<file path="src/logic/bidir_fifo_pkg.sv">
// constants, encodings and helper functions for the bidirectional fifo
// assumes a single core clock; port clocks arrive as sampled pins
package bidir_fifo_pkg;
    localparam int DATA_W = 36;
    localparam int WORD_W = 18;
    localparam int BYTE_W = 9;
    localparam int PAR_BIT = 8;
    localparam int QUEUE_DEPTH = 64;
    localparam int PTR_W = 6;
    localparam int CNT_W = 7;
    localparam int SYNC_PIN_W = 15 + 2 * DATA_W;
    localparam logic [CNT_W-1:0] DEPTH_CNT = 7'h40;
    localparam logic [CNT_W-1:0] ALMOST_EMPTY_LEVEL = 7'h08;
    localparam logic [CNT_W-1:0] ALMOST_FULL_LEVEL = 7'h38;
    localparam logic [1:0] LAST_WORD_POS = 2'h1;
    localparam logic [1:0] LAST_BYTE_POS = 2'h3;
    // apb register byte offsets
    localparam logic [11:0] CTRL_OFS = 12'h000;
    localparam logic [11:0] STATUS_OFS = 12'h004;
    localparam logic [11:0] MASK_OFS = 12'h008;
    localparam logic [11:0] LEVEL_OFS = 12'h00c;
    localparam int CTRL_BIG_BIT = 0;
    localparam logic [31:0] CTRL_RESET = 32'h0000_0001;
    localparam int STAT_W = 4;
    localparam int STAT_MAILBOX_1 = 0;
    localparam int STAT_MAILBOX_2 = 1;
    localparam int STAT_Q1_FULL = 2;
    localparam int STAT_Q2_FULL = 3;
    // {size_sel_hi, size_sel_lo}
    typedef enum logic [1:0] {
        SIZE_LONG = 2'h0, SIZE_BYTE = 2'h1, SIZE_WORD = 2'h2, SIZE_MAIL = 2'h3
    } port_size_t;
    // {swap_sel_hi, swap_sel_lo}
    typedef enum logic [1:0] {
        SWAP_LL = 2'h0, SWAP_LH = 2'h1, SWAP_HL = 2'h2, SWAP_HH = 2'h3
    } swap_mode_t;

    // every swap is its own inverse, so writes reuse it
    function automatic logic [DATA_W-1:0] swap_long(input logic [DATA_W-1:0] w, input swap_mode_t m);
        logic [BYTE_W-1:0] a, b, c, d;
        {a, b, c, d} = w;
        case (m)
            SWAP_LH: swap_long = {d, c, b, a};
            SWAP_HL: swap_long = {c, d, a, b};
            SWAP_HH: swap_long = {b, a, d, c};
            default: swap_long = {a, b, c, d};
        endcase
    endfunction : swap_long

    // odd parity regenerated on each 9-bit byte
    function automatic logic [DATA_W-1:0] gen_parity(input logic [DATA_W-1:0] w);
        gen_parity = w;
        for (int i = 0; i < DATA_W / BYTE_W; i++) begin
            gen_parity[i*BYTE_W+PAR_BIT] = ~^w[i*BYTE_W +: PAR_BIT];
        end
    endfunction : gen_parity

    function automatic logic last_access(input port_size_t s, input logic [1:0] pos);
        last_access = (s == SIZE_LONG) || (s == SIZE_WORD && pos == LAST_WORD_POS) ||
            (s == SIZE_BYTE && pos == LAST_BYTE_POS);
    endfunction : last_access

    // lane slot of access pos: big-endian walks from the top byte
    function automatic logic [1:0] lane_index(input logic [1:0] pos, input logic big);
        lane_index = big ? ~pos : pos;
    endfunction : lane_index
endpackage : bidir_fifo_pkg

</file>
<file path="src/logic/bidir_fifo_portb_swap_flags.sv">
// bidirectional fifo: two 36-bit queues, port-b bus sizing, swapping, flags
// assumes port clocks are slow pins sampled by core_clk_in; apb host on core clock
// Summary of operation
// - byte reads: LL and LH lane orders
// - byte reads: HL and HH lane orders
// - port-b flags rise on next port-b edge
// - port-a flags rise on next port-a edge
// - empty_flag_b falls only at final narrow read
// - queue-2 count moves at final narrow write
// - queue-1 count moves at final narrow read
// - full_flag_b falls only at final narrow write
// - almost_empty_b falls only at final narrow read
// - almost_full_b falls only at final narrow write
// - both size selects low mean long word
// - parity generation off passes stored parity
// - port-b write, sizes high, fills mailbox_2
// - port-b read, sizes high, drives mailbox_1
`timescale 1ns/1ps
`default_nettype none
module bidir_fifo_portb_swap_flags (
    // core clock and reset
    input wire logic core_clk_in,
    input wire logic rst_n_in,
    // port a pins
    input wire logic port_a_clock_in,
    input wire logic chip_sel_a_n_in,
    input wire logic write_not_read_a_in,
    input wire logic mailbox_sel_a_in,
    input wire logic enable_a_in,
    input wire logic parity_gen_a_in,
    input wire logic [35:0] data_a_in,
    output logic [35:0] data_a_out,
    output logic data_a_oe_out,
    output logic empty_flag_a_n_out,
    output logic full_flag_a_n_out,
    output logic almost_empty_a_n_out,
    output logic almost_full_a_n_out,
    output logic mail_flag_2_n_out,
    // port b pins
    input wire logic port_b_clock_in,
    input wire logic chip_sel_b_n_in,
    input wire logic write_not_read_b_in,
    input wire logic port_b_access_enable_in,
    input wire logic size_sel_hi_in,
    input wire logic size_sel_lo_in,
    input wire logic swap_sel_hi_in,
    input wire logic swap_sel_lo_in,
    input wire logic parity_gen_b_in,
    input wire logic [35:0] data_b_in,
    output logic [35:0] data_b_out,
    output logic data_b_oe_out,
    output logic empty_flag_b_n_out,
    output logic full_flag_b_n_out,
    output logic almost_empty_b_n_out,
    output logic almost_full_b_n_out,
    output logic mail_flag_1_n_out,
    // apb slave
    input wire logic psel_in,
    input wire logic penable_in,
    input wire logic pwrite_in,
    input wire logic [11:0] paddr_in,
    input wire logic [31:0] pwdata_in,
    output logic [31:0] prdata_out,
    output logic pready_out,
    output logic pslverr_out,
    output logic irq_out
);
    localparam int DW = bidir_fifo_pkg::DATA_W;
    localparam int PW = bidir_fifo_pkg::PTR_W;
    localparam int CW = bidir_fifo_pkg::CNT_W;
    localparam int BW = bidir_fifo_pkg::BYTE_W;
    localparam int WW = bidir_fifo_pkg::WORD_W;

    logic [bidir_fifo_pkg::SYNC_PIN_W-1:0] pin_meta_reg, pin_sync_reg;
    logic [1:0] clk_prev_reg;
    logic a_clk, b_clk, csa_n, wra, mailbox_sel_a, ena, csb_n, wrb, port_b_access_enable, sz_hi, sz_lo, sw_hi, sw_lo, parity_gen_a, parity_gen_b;
    logic [DW-1:0] da, db;
    logic a_edge, b_edge, a_sel, b_sel, big, b_mail;
    logic a_wr_q1, a_wr_mail, a_rd_q2, a_rd_mail, b_rd_q1, b_wr_q2, b_rd_mail, b_wr_mail;
    logic b_rd_last, b_wr_last;
    bidir_fifo_pkg::port_size_t size;
    bidir_fifo_pkg::swap_mode_t swap;
    logic [DW-1:0] q1_mem [bidir_fifo_pkg::QUEUE_DEPTH];
    logic [DW-1:0] q2_mem [bidir_fifo_pkg::QUEUE_DEPTH];
    logic [CW-1:0] q1_wptr_reg, q1_rptr_reg, q2_wptr_reg, q2_rptr_reg;
    logic [CW-1:0] q1_wptr_next, q1_rptr_next, q2_wptr_next, q2_rptr_next, q1_cnt_next, q2_cnt_next;
    logic [1:0] b_rd_pos_reg, b_wr_pos_reg, b_rd_idx, b_wr_idx;
    logic [DW-1:0] q1_head, q2_head, rd_word, b_lane, q2_asm_reg, wr_asm;
    logic [DW-1:0] mailbox_1_reg, mailbox_2_reg;
    logic [31:0] ctrl_reg;
    logic [bidir_fifo_pkg::STAT_W-1:0] status_reg, mask_reg, status_ev, status_clr;
    logic apb_setup, apb_write;

    // two-stage synchroniser on every port pin, port clocks included; apb pins and reset are not synchronised
    always_ff @(posedge core_clk_in or negedge rst_n_in) begin
        if (!rst_n_in) begin
            pin_meta_reg <= '0;
            pin_sync_reg <= '0;
            clk_prev_reg <= 2'h0;
        end else begin
            pin_meta_reg <= {port_a_clock_in, port_b_clock_in, chip_sel_a_n_in, write_not_read_a_in,
                mailbox_sel_a_in, enable_a_in, chip_sel_b_n_in, write_not_read_b_in,
                port_b_access_enable_in, size_sel_hi_in, size_sel_lo_in, swap_sel_hi_in,
                swap_sel_lo_in, parity_gen_a_in, parity_gen_b_in, data_a_in, data_b_in};
            pin_sync_reg <= pin_meta_reg;
            clk_prev_reg <= {a_clk, b_clk};
        end
    end
    assign {a_clk, b_clk, csa_n, wra, mailbox_sel_a, ena, csb_n, wrb, port_b_access_enable, sz_hi, sz_lo, sw_hi, sw_lo, parity_gen_a, parity_gen_b,
        da, db} = pin_sync_reg;

    // port clock edges become one-cycle enables; data sampled alongside
    assign a_edge = a_clk & ~clk_prev_reg[1];
    assign b_edge = b_clk & ~clk_prev_reg[0];
    assign size = bidir_fifo_pkg::port_size_t'({sz_hi, sz_lo});
    assign swap = bidir_fifo_pkg::swap_mode_t'({sw_hi, sw_lo});
    assign big = ctrl_reg[bidir_fifo_pkg::CTRL_BIG_BIT];
    assign b_mail = (size == bidir_fifo_pkg::SIZE_MAIL);

    // access decode; transfers into a full or from an empty queue are dropped
    assign a_sel = a_edge & ~csa_n & ena;
    assign b_sel = b_edge & ~csb_n & port_b_access_enable;
    assign a_wr_q1 = a_sel & wra & ~mailbox_sel_a & full_flag_a_n_out;
    assign a_wr_mail = a_sel & wra & mailbox_sel_a;
    assign a_rd_q2 = a_sel & ~wra & ~mailbox_sel_a & empty_flag_a_n_out;
    assign a_rd_mail = a_sel & ~wra & mailbox_sel_a;
    assign b_rd_q1 = b_sel & ~wrb & ~b_mail & empty_flag_b_n_out;
    assign b_wr_q2 = b_sel & wrb & ~b_mail & full_flag_b_n_out;
    assign b_rd_mail = b_sel & ~wrb & b_mail;
    assign b_wr_mail = b_sel & wrb & b_mail;
    assign b_rd_last = bidir_fifo_pkg::last_access(size, b_rd_pos_reg);
    assign b_wr_last = bidir_fifo_pkg::last_access(size, b_wr_pos_reg);

    // pointers move once per long word; flags see the post-edge count
    assign q1_wptr_next = q1_wptr_reg + CW'(a_wr_q1);
    assign q1_rptr_next = q1_rptr_reg + CW'(b_rd_q1 & b_rd_last);
    assign q2_wptr_next = q2_wptr_reg + CW'(b_wr_q2 & b_wr_last);
    assign q2_rptr_next = q2_rptr_reg + CW'(a_rd_q2);
    assign q1_cnt_next = q1_wptr_next - q1_rptr_next;
    assign q2_cnt_next = q2_wptr_next - q2_rptr_next;
    assign q1_head = q1_mem[q1_rptr_reg[PW-1:0]];
    assign q2_head = q2_mem[q2_rptr_reg[PW-1:0]];
    assign rd_word = bidir_fifo_pkg::swap_long(q1_head, swap);
    assign b_rd_idx = bidir_fifo_pkg::lane_index(b_rd_pos_reg, big);
    assign b_wr_idx = bidir_fifo_pkg::lane_index(b_wr_pos_reg, big);

    // read lane: narrow data copied on every lane so either endian sees it
    always_comb begin
        case (size)
            bidir_fifo_pkg::SIZE_WORD: b_lane = {2{rd_word[int'(b_rd_idx[0])*WW +: WW]}};
            bidir_fifo_pkg::SIZE_BYTE: b_lane = {4{rd_word[int'(b_rd_idx)*BW +: BW]}};
            bidir_fifo_pkg::SIZE_MAIL: b_lane = mailbox_1_reg;
            default: b_lane = rd_word;
        endcase
    end

    // write assembly: narrow pieces land in their slot of the swapped word
    always_comb begin
        wr_asm = q2_asm_reg;
        case (size)
            bidir_fifo_pkg::SIZE_WORD: wr_asm[int'(b_wr_idx[0])*WW +: WW] = big ? db[DW-1 -: WW] : db[WW-1:0];
            bidir_fifo_pkg::SIZE_BYTE: wr_asm[int'(b_wr_idx)*BW +: BW] = big ? db[DW-1 -: BW] : db[BW-1:0];
            default: wr_asm = db;
        endcase
    end

    // queue storage and pointers
    always_ff @(posedge core_clk_in or negedge rst_n_in) begin
        if (!rst_n_in) begin
            q1_wptr_reg <= '0;
            q1_rptr_reg <= '0;
            q2_wptr_reg <= '0;
            q2_rptr_reg <= '0;
        end else begin
            q1_wptr_reg <= q1_wptr_next;
            q1_rptr_reg <= q1_rptr_next;
            q2_wptr_reg <= q2_wptr_next;
            q2_rptr_reg <= q2_rptr_next;
        end
    end
    always_ff @(posedge core_clk_in) begin
        if (a_wr_q1) begin
            q1_mem[q1_wptr_reg[PW-1:0]] <= da;
        end
        if (b_wr_q2 && b_wr_last) begin
            q2_mem[q2_wptr_reg[PW-1:0]] <= bidir_fifo_pkg::swap_long(wr_asm, swap);
        end
    end

    // position counters; a size change mid-word is not resynchronised
    always_ff @(posedge core_clk_in or negedge rst_n_in) begin
        if (!rst_n_in) begin
            b_rd_pos_reg <= 2'h0;
            b_wr_pos_reg <= 2'h0;
            q2_asm_reg <= '0;
        end else begin
            if (b_rd_q1) begin
                b_rd_pos_reg <= b_rd_last ? 2'h0 : b_rd_pos_reg + 2'h1;
            end
            if (b_wr_q2) begin
                b_wr_pos_reg <= b_wr_last ? 2'h0 : b_wr_pos_reg + 2'h1;
                q2_asm_reg <= wr_asm;
            end
        end
    end

    // mailboxes; flag low means new mail waiting
    always_ff @(posedge core_clk_in or negedge rst_n_in) begin
        if (!rst_n_in) begin
            mailbox_1_reg <= '0;
            mailbox_2_reg <= '0;
            mail_flag_1_n_out <= 1'b1;
            mail_flag_2_n_out <= 1'b1;
        end else begin
            if (a_wr_mail) begin
                mailbox_1_reg <= da;
            end
            if (b_wr_mail) begin
                mailbox_2_reg <= db;
            end
            mail_flag_1_n_out <= a_wr_mail ? 1'b0 : (b_rd_mail ? 1'b1 : mail_flag_1_n_out);
            mail_flag_2_n_out <= b_wr_mail ? 1'b0 : (a_rd_mail ? 1'b1 : mail_flag_2_n_out);
        end
    end

    // port a data and flags, all moved on port-a edges only
    always_ff @(posedge core_clk_in or negedge rst_n_in) begin
        if (!rst_n_in) begin
            data_a_out <= '0;
            data_a_oe_out <= 1'b0;
            empty_flag_a_n_out <= 1'b0;
            almost_empty_a_n_out <= 1'b0;
            full_flag_a_n_out <= 1'b1;
            almost_full_a_n_out <= 1'b1;
        end else if (a_edge) begin
            data_a_oe_out <= ~csa_n & ~wra;
            if (a_rd_q2 || a_rd_mail) begin
                data_a_out <= parity_gen_a ? bidir_fifo_pkg::gen_parity(a_rd_mail ? mailbox_2_reg : q2_head)
                    : (a_rd_mail ? mailbox_2_reg : q2_head);
            end
            empty_flag_a_n_out <= (q2_cnt_next != '0);
            almost_empty_a_n_out <= (q2_cnt_next > bidir_fifo_pkg::ALMOST_EMPTY_LEVEL);
            full_flag_a_n_out <= (q1_cnt_next != bidir_fifo_pkg::DEPTH_CNT);
            almost_full_a_n_out <= (q1_cnt_next < bidir_fifo_pkg::ALMOST_FULL_LEVEL);
        end
    end

    // port b data and flags; counts only change at the final narrow access
    always_ff @(posedge core_clk_in or negedge rst_n_in) begin
        if (!rst_n_in) begin
            data_b_out <= '0;
            data_b_oe_out <= 1'b0;
            empty_flag_b_n_out <= 1'b0;
            almost_empty_b_n_out <= 1'b0;
            full_flag_b_n_out <= 1'b1;
            almost_full_b_n_out <= 1'b1;
        end else if (b_edge) begin
            data_b_oe_out <= ~csb_n & ~wrb;
            if (b_rd_q1 || b_rd_mail) begin
                data_b_out <= parity_gen_b ? bidir_fifo_pkg::gen_parity(b_lane) : b_lane;
            end
            empty_flag_b_n_out <= (q1_cnt_next != '0);
            almost_empty_b_n_out <= (q1_cnt_next > bidir_fifo_pkg::ALMOST_EMPTY_LEVEL);
            full_flag_b_n_out <= (q2_cnt_next != bidir_fifo_pkg::DEPTH_CNT);
            almost_full_b_n_out <= (q2_cnt_next < bidir_fifo_pkg::ALMOST_FULL_LEVEL);
        end
    end

    // apb slave: pready raised in the access phase, so one wait-free access
    assign apb_setup = psel_in & ~penable_in;
    assign apb_write = psel_in & penable_in & pready_out & pwrite_in;
    assign status_clr = (apb_write && paddr_in == bidir_fifo_pkg::STATUS_OFS) ?
        pwdata_in[bidir_fifo_pkg::STAT_W-1:0] : '0;
    always_comb begin
        status_ev = '0;
        status_ev[bidir_fifo_pkg::STAT_MAILBOX_1] = a_wr_mail;
        status_ev[bidir_fifo_pkg::STAT_MAILBOX_2] = b_wr_mail;
        status_ev[bidir_fifo_pkg::STAT_Q1_FULL] = a_wr_q1 && q1_cnt_next == bidir_fifo_pkg::DEPTH_CNT;
        status_ev[bidir_fifo_pkg::STAT_Q2_FULL] = b_wr_q2 && b_wr_last && q2_cnt_next == bidir_fifo_pkg::DEPTH_CNT;
    end
    always_ff @(posedge core_clk_in or negedge rst_n_in) begin
        if (!rst_n_in) begin
            ctrl_reg <= bidir_fifo_pkg::CTRL_RESET;
            mask_reg <= '0;
            status_reg <= '0;
            irq_out <= 1'b0;
        end else begin
            if (apb_write && paddr_in == bidir_fifo_pkg::CTRL_OFS) begin
                ctrl_reg <= 32'(pwdata_in[bidir_fifo_pkg::CTRL_BIG_BIT]);
            end
            if (apb_write && paddr_in == bidir_fifo_pkg::MASK_OFS) begin
                mask_reg <= pwdata_in[bidir_fifo_pkg::STAT_W-1:0];
            end
            status_reg <= (status_reg & ~status_clr) | status_ev; // set wins over clear
            irq_out <= |(status_reg & mask_reg);
        end
    end
    always_ff @(posedge core_clk_in or negedge rst_n_in) begin
        if (!rst_n_in) begin
            pready_out <= 1'b0;
            pslverr_out <= 1'b0;
            prdata_out <= '0;
        end else begin
            pready_out <= apb_setup;
            pslverr_out <= 1'b0;
            prdata_out <= '0;
            if (apb_setup) begin
                case (paddr_in)
                    bidir_fifo_pkg::CTRL_OFS: prdata_out <= ctrl_reg;
                    bidir_fifo_pkg::STATUS_OFS: prdata_out <= 32'(status_reg);
                    bidir_fifo_pkg::MASK_OFS: prdata_out <= 32'(mask_reg);
                    bidir_fifo_pkg::LEVEL_OFS: prdata_out <= 32'({q2_wptr_reg - q2_rptr_reg, 1'b0,
                        q1_wptr_reg - q1_rptr_reg});
                    default: pslverr_out <= 1'b1;
                endcase
            end
        end
    end
endmodule : bidir_fifo_portb_swap_flags
`default_nettype wire

</file>
<file path="config.mk">
export PLATFORM = sky130hd
export DESIGN_NAME = bidir_fifo_portb_swap_flags
export DESIGN_NICKNAME = d
export VERILOG_FILES = /design/src/logic/bidir_fifo_pkg.sv /design/src/logic/bidir_fifo_portb_swap_flags.sv
export SDC_FILE = /design/constraint.sdc
export NUM_CORES = 2
export LEC_CHECK = 0
export ABC_AREA = 0
export BUFFER_PORTS_ARGS = -buffer_cell sky130_fd_sc_hd__buf_2
export CORE_MARGIN = 2
export CORE_UTILIZATION = 50
export CTS_CLUSTER_DIAMETER = 120
export CTS_CLUSTER_SIZE = 24
export DETAILED_ROUTE_END_ITERATION = 12
export GPL_ROUTABILITY_DRIVEN = 0
export HOLD_SLACK_MARGIN = 0.05
export PLACE_DENSITY = 0.72
export SKIP_CTS_REPAIR_TIMING = 1
export SYNTH_ARGS = -nofsm -noshare
export SYNTH_HDL_FRONTEND = slang
export SYNTH_MEMORY_MAX_BITS = 65536
export SYNTH_SLANG_ARGS = --single-unit
</file>
<file path="constraint.sdc">
create_clock -name core_clk_in -period 5.02 [get_ports core_clk_in]
set_input_delay 1.004 -clock core_clk_in [delete_from_list [all_inputs] [get_ports core_clk_in]]
set_output_delay 1.004 -clock core_clk_in [all_outputs]
set_load 0.01 [all_outputs]
</file>
# == After elaboration in Yosys (flattened, before gate mapping) ==
# Memory sizes are Yosys's and may differ from the RTL's.
# Index checks and enable logic that the tools add are counted.
# word_totals
wordCells,186
memories,2
regBits,444
ramBits,4608
in_bits,136
output_inout_bits,119
# memory_table
memory,words,width,read_ports,rd_clocked_by_memory_dff,wr,line,source
q1_mem,64,36,1,0,1,bidir_fifo_portb_swap_flags.sv:83,logic [DW-1:0] q1_mem [bidir_fifo_pkg::QUEUE_DEPTH];
q2_mem,64,36,1,0,1,bidir_fifo_portb_swap_flags.sv:84,logic [DW-1:0] q2_mem [bidir_fifo_pkg::QUEUE_DEPTH];
# classes
n_addsub,12
order_cmp,4
shifts,6
bitwise_logic,45
n_mul,4
n_reduce_logical,34
n_eq_ne,17
n_mux,29
# ops
cell,n
$pmux 36 s3,3
$mux 36,4
$bwmux 36,2
$pmux 36 s2,1
$neg 6->33,2
$reduce_xnor 8->1,8
$pmux 15 s4,1
$shift 18x33->36 const A,1
$shift 9x33->36 const A,1
$shiftx 18x33->36,1
$shiftx 36x7->18,1
$shiftx 36x7->9,1
$shiftx 9x33->36,1
$and 1x1->1,30
$add 7x1->7,4
$sub 7x7->7,4
$eq 12x4->1 const B,2
$mux 18,1
$mux 15,1
$eq 7x7->1 const B,2
$gt 7x4->1 const B,2
$lt 7x6->1 const B,2
$ne 7x7->1 const B,2
$reduce_bool 7->1,2
22 further kinds,72

# == Longest topological paths before layout ==
# depth
ltp_word,13
mapped_depth,25
ltp_nobuf,18

# == Least setup slack after synthesis ==
# Ideal clock, no wire load.
# synth_path
path_type,register -> register
startpoint,reg q1_rptr_reg[1]
endpoint,reg empty_flag_b_n_out
stages_incl_launch_ff,21
setup_time_ns,0.137
period_less_slack_ns,4.738
arrival_time_ns,4.602
setup_slack_ns,0.282
path_buffers,10
t_required_ns,4.883
path_cell_list,dfrtp_1 > buf_4 > buf_4 > buf_4 > buf_4 > buf_4 > buf_4 > buf_6 > buf_2 > buf_6 > clkbuf_1 > xnor2_1 > ha_1 > a21o_1 > maj3_1 > maj3_1 > maj3_1 > a21oi_1 > xor3_1 > nor4_1 > o21ai_0
# synth_via
elab_chain_len,3
# synth_lines
element,line,source
from (decl),bidir_fifo_portb_swap_flags.sv:85,"logic [CW-1:0] q1_wptr_reg, q1_rptr_reg, q2_wptr_reg, q2_rptr_reg;"
from (signal assigned),bidir_fifo_portb_swap_flags.sv:176,q1_rptr_reg <= q1_rptr_next;
$add 7x1->7,bidir_fifo_portb_swap_flags.sv:136,assign q1_rptr_next = q1_rptr_reg + CW'(b_rd_q1 & b_rd_last);
$sub 7x7->7,bidir_fifo_portb_swap_flags.sv:139,assign q1_cnt_next = q1_wptr_next - q1_rptr_next;
$reduce_bool 7->1,bidir_fifo_portb_swap_flags.sv:262,empty_flag_b_n_out <= (q1_cnt_next != '0);
to (signal assigned),bidir_fifo_portb_swap_flags.sv:262,
to (decl),bidir_fifo_portb_swap_flags.sv:52,"output logic empty_flag_b_n_out,"
# No other way between the ends.
# A chain may end at the register's enable or synchronous reset.

# == Worst setup path in the final report ==
# layout_path
startpoint,reg q1_rptr_reg[1]
endpoint,reg data_b_out[8]
# layout_via
elab_chain_len,6
elab_cells_between_ends,7
cone_classes,shift (2); mux (3); reduce/logical (1); memory (1)
# layout_lines
element,line,source
$mem_v2 64x36 (*),--,
$pmux 36 s3 (*),bidir_fifo_pkg.sv:42,case (m)
$shiftx 36x7->9 or $shiftx 36x7->18 (tied branches),"bidir_fifo_portb_swap_flags.sv:151, bidir_fifo_portb_swap_flags.sv:150",
$pmux 36 s3 (*),bidir_fifo_portb_swap_flags.sv:149,case (size)
$reduce_xnor 8->1,bidir_fifo_pkg.sv:54,gen_parity[i*BYTE_W+PAR_BIT] = ~^w[i*BYTE_W +: PAR_BIT];
$mux 36 (*),bidir_fifo_portb_swap_flags.sv:260,data_b_out <= parity_gen_b ? bidir_fifo_pkg::gen_parity(b_lane) : b_lane;
to (signal assigned),bidir_fifo_portb_swap_flags.sv:260,
to (decl),bidir_fifo_portb_swap_flags.sv:50,"output logic [35:0] data_b_out,"
# Every way passes the cells marked *; elsewhere a longest branch is shown, timed or not.

==> summary.md <==
| Metric | Value |
|---|---|
| Final HPWL from detailed placement | `354 mm` |
| Crit path max-delay family | `XOR/XNOR gates` |
| Slew margin rel. | `10.9%` |
| Commonest non-fill, non-tap cells in the layout | `4608 x edfxtp_1, 884 x mux4_2, 788 x mux2i_1` |
| Iter 0 DRT Violations | `19.0k` |
| Max Freq | `0.191 GHz` |
| Failing checks | `setup timing` |
| DRC viols | `0` |
| Post-synth ARST share | `8.46%` |
| Fill count | `29.1k` |
| Worst skew pair latency | `1040 ps` |
| Power per Cell Area | `364 nW/um^2` |
| Die width | `635 um` |
| VDD IR max | `0.000406 V` |
| Routed WL per cell | `37.5 um` |
| Reg2reg setup slack | `-220 ps` |
| Final WS setup | `-223 ps` |
| Gr usage total | `29.0%` |
| Die Span Y | `635 um` |
| Die area | `404000 um^2` |
| Synth-to-Final Area Change | `9.99%` |
| Critical path endpoint category | `register` |
| Top Ports | `255` |
| Critical path cell sequence | `buf_12, buf_12, nor2b_4, buf_12, a22o_1, nor3_1, nor4_2, buf_4, mux2_2, o311ai_0, nor4_1, buf_4, a32oi_1, xnor3_1, xnor3_1, xnor3_1, o21ai_1` |
| Crit path DAT | `6220 ps` |
| Design Area, Final | `219000 um^2` |
| Placed Area | `212000 um^2` |
| Starting Density | `50.3%` |
| Global-route wire length before repair | `823 mm` |
| Min Tclk post-route | `5240 ps` |
| Final Max Tran Viols | `0` |
| Mapped Cells | `10.1k` |
| RSZ-0062 raised after global routing | `true` |
| Post-synthesis sequential area ratio | `74.8%` |
| Clk sinks | `5034` |
| Synthesized flop and latch total | `5034` |
| Cell Area, Synth | `199000 um^2` |
| Vias | `109k` |
| Drt pass-1 iters | `11` |
| Clk_skew | `102 ps` |
| Critical path class | `reg2reg` |
| Top_reg_cell synth | `edfxtp_1` |
| Yosys warning count | `0` |
| Max-Cap Viols | `0` |
| Crit path max fanout | `34` |
| Detailed Route WL | `602 mm` |
| Hold Crit Class | `in2reg` |
| Syn Area/Cell | `19.8 um^2` |
| Number of global-route vias before repair | `106k` |
| Largest net degree at the start of global routing | `127` |
| Antenna viol nets, final | `0` |
| Final hold vios | `0` |
| Core area | `396000 um^2` |
| Clock buffer count from CTS | `232` |
| Worst slew pin tran | `1340 ps` |
| CP peak stage delay | `520 ps` |
| Row cnt | `231` |
| Via/cell ratio | `6.82` |
| CTS tree | `yes` |
| CP bufs+invs | `5` |
| Fin cells | `16.0k` |
| Req. time, crit path | `6000 ps` |
| Final Cycle Share | `104%` |
| Worst path slowest cell | `dfrtp_4` |
| Top post-synthesis cells by area | `edfxtp_1 69%, mux4_2 10%, dfrtp_1 5.3%` |
| P_leak | `68.8 nW` |
| Pre-CTS setup slack | `-345 ps` |
| Status | `finished with violations` |
| Clock-pin slew on the worst setup and hold paths | `110 ps` |
| Synth unique cells | `102` |
| GRT overflow | `0` |
| Root Buffer | `clkbuf_16` |
| Number of synthesized flops with an enable pin | `4608` |
| Finished Core Util | `55.3%` |
| Clock buffer depth | `4` |
| Fraction of layout cells with a size suffix above 1 | `23.5%` |
| Startpoint types | `register` |
| Layout net count | `10.8k` |
| Final Setup Violations | `3` |
| Initial antenna violation count | `31` |
| Commonest non-fill, non-tap cell in the layout | `edfxtp_1` |
| Hold WS | `92.9 ps` |
| Port bufs | `208` |
| DP Cell Count | `15.6k` |
| Power Total | `79.8 mW` |
| Yosys top cell area share | `69.4%` |
| # H-tree levels | `4` |
| Setup TNS | `-363 ps` |
| Synth area leader | `edfxtp_1` |
worst paths after layout:
kind	start	to	depth (start not counted)
worst max-delay path	q1_rptr_reg[1]	data_b_out[8]	17
worst min-delay path	data_a_in[33]	pin_meta_reg[69]	1
worst max register to register	q1_rptr_reg[1]	data_b_out[8]	17
worst min register to register	pin_meta_reg[75]	pin_sync_reg[75]	0
max in group asynchronous	rst_n_in	mailbox_2_reg[24]	3
min in group asynchronous	rst_n_in	pin_meta_reg[66]	2
cells in the mapped netlist, drive strengths merged (6+ instances only):
cell type	number
o221ai	193
and4b	7
clkbuf	303
a22o	19
or2	8
a21oi	265
ha	44
dfstp	7
o22ai	194
a211oi	90
xnor3	10
a221oi	22
o211ai	11
a21o	17
o21ai	124
nor3b	6
nand3b	12
o41ai	7
and3	14
mux4	939
o31ai	7
nand2	328
mux2	180
edfxtp	4608
and2	22
or3	11
buf	299
nor2b	44
inv	84
nand4	17
a22oi	161
dfrtp	419
nor2	345
nor4	19
nand4b	6
mux2i	789
nand2b	17
nor3	62
a31oi	27
xnor2	66
o32ai	8
xor2	24
a32oi	34
nand3	108
layout make-up:
type	instances	area, um^2	area share, %
multi-input cells	4355	47600	21.7
flip-flops and latches	5034	149000	68.0
inverters	86	335	0.153
clock buffers	359	6320	2.89
well taps	5242	6560	2.99
clock inverters	12	138	0.0628
repair buffers	940	9020	4.11
diodes	15	37.5	0.0171
kinds of logic after synthesis:
| logic type | after synthesis | share of synthesized area [%] |
|---|---|---|
| xor+xnor | 103 | 0.544 |
| compound gates | 1231 | 4.26 |
| flops | 5034 | 74.8 |
| mux | 1908 | 15.7 |
| buf+inv | 688 | 2.00 |
| fa+ha+maj | 49 | 0.311 |
| other cells | 1 | 0.00188 |
| simple gates | 1046 | 2.39 |
layer usage:
| layer | vias up | global-route usage (%) | routed length (um) |
|---|---|---|---|
| met4 | 14 | 15.9 | 40700 |
| met3 | 1712 | 6.98 | 75500 |
| met5 | - | 0 | 92 |
| met2 | 8362 | 45.6 | 280000 |
| li1 | 42300 | - | - |
| met1 | 57000 | 37.6 | 206000 |
worst register-to-register path: stages, from the launching register on:
cell      delay (ps)
dfrtp_4          520
buf_12           220
buf_12           290
nor2b_4          140
buf_12           190
a22o_1           210
nor3_1           320
nor4_2            80
buf_4            170
mux2_2           280
o311ai_0         520
nor4_1           120
buf_4            170
a32oi_1          460
xnor3_1          480
xnor3_1          480
xnor3_1          420
o21ai_1          120
report_power, final:
part / internal (mW) / switching (mW)
registers: 46.9 / 0.859
clock network: 8.76 / 12.7
logic: 4.70 / 5.89
total: 60.4 / 19.4
Power figures use the tool's default switching activity.
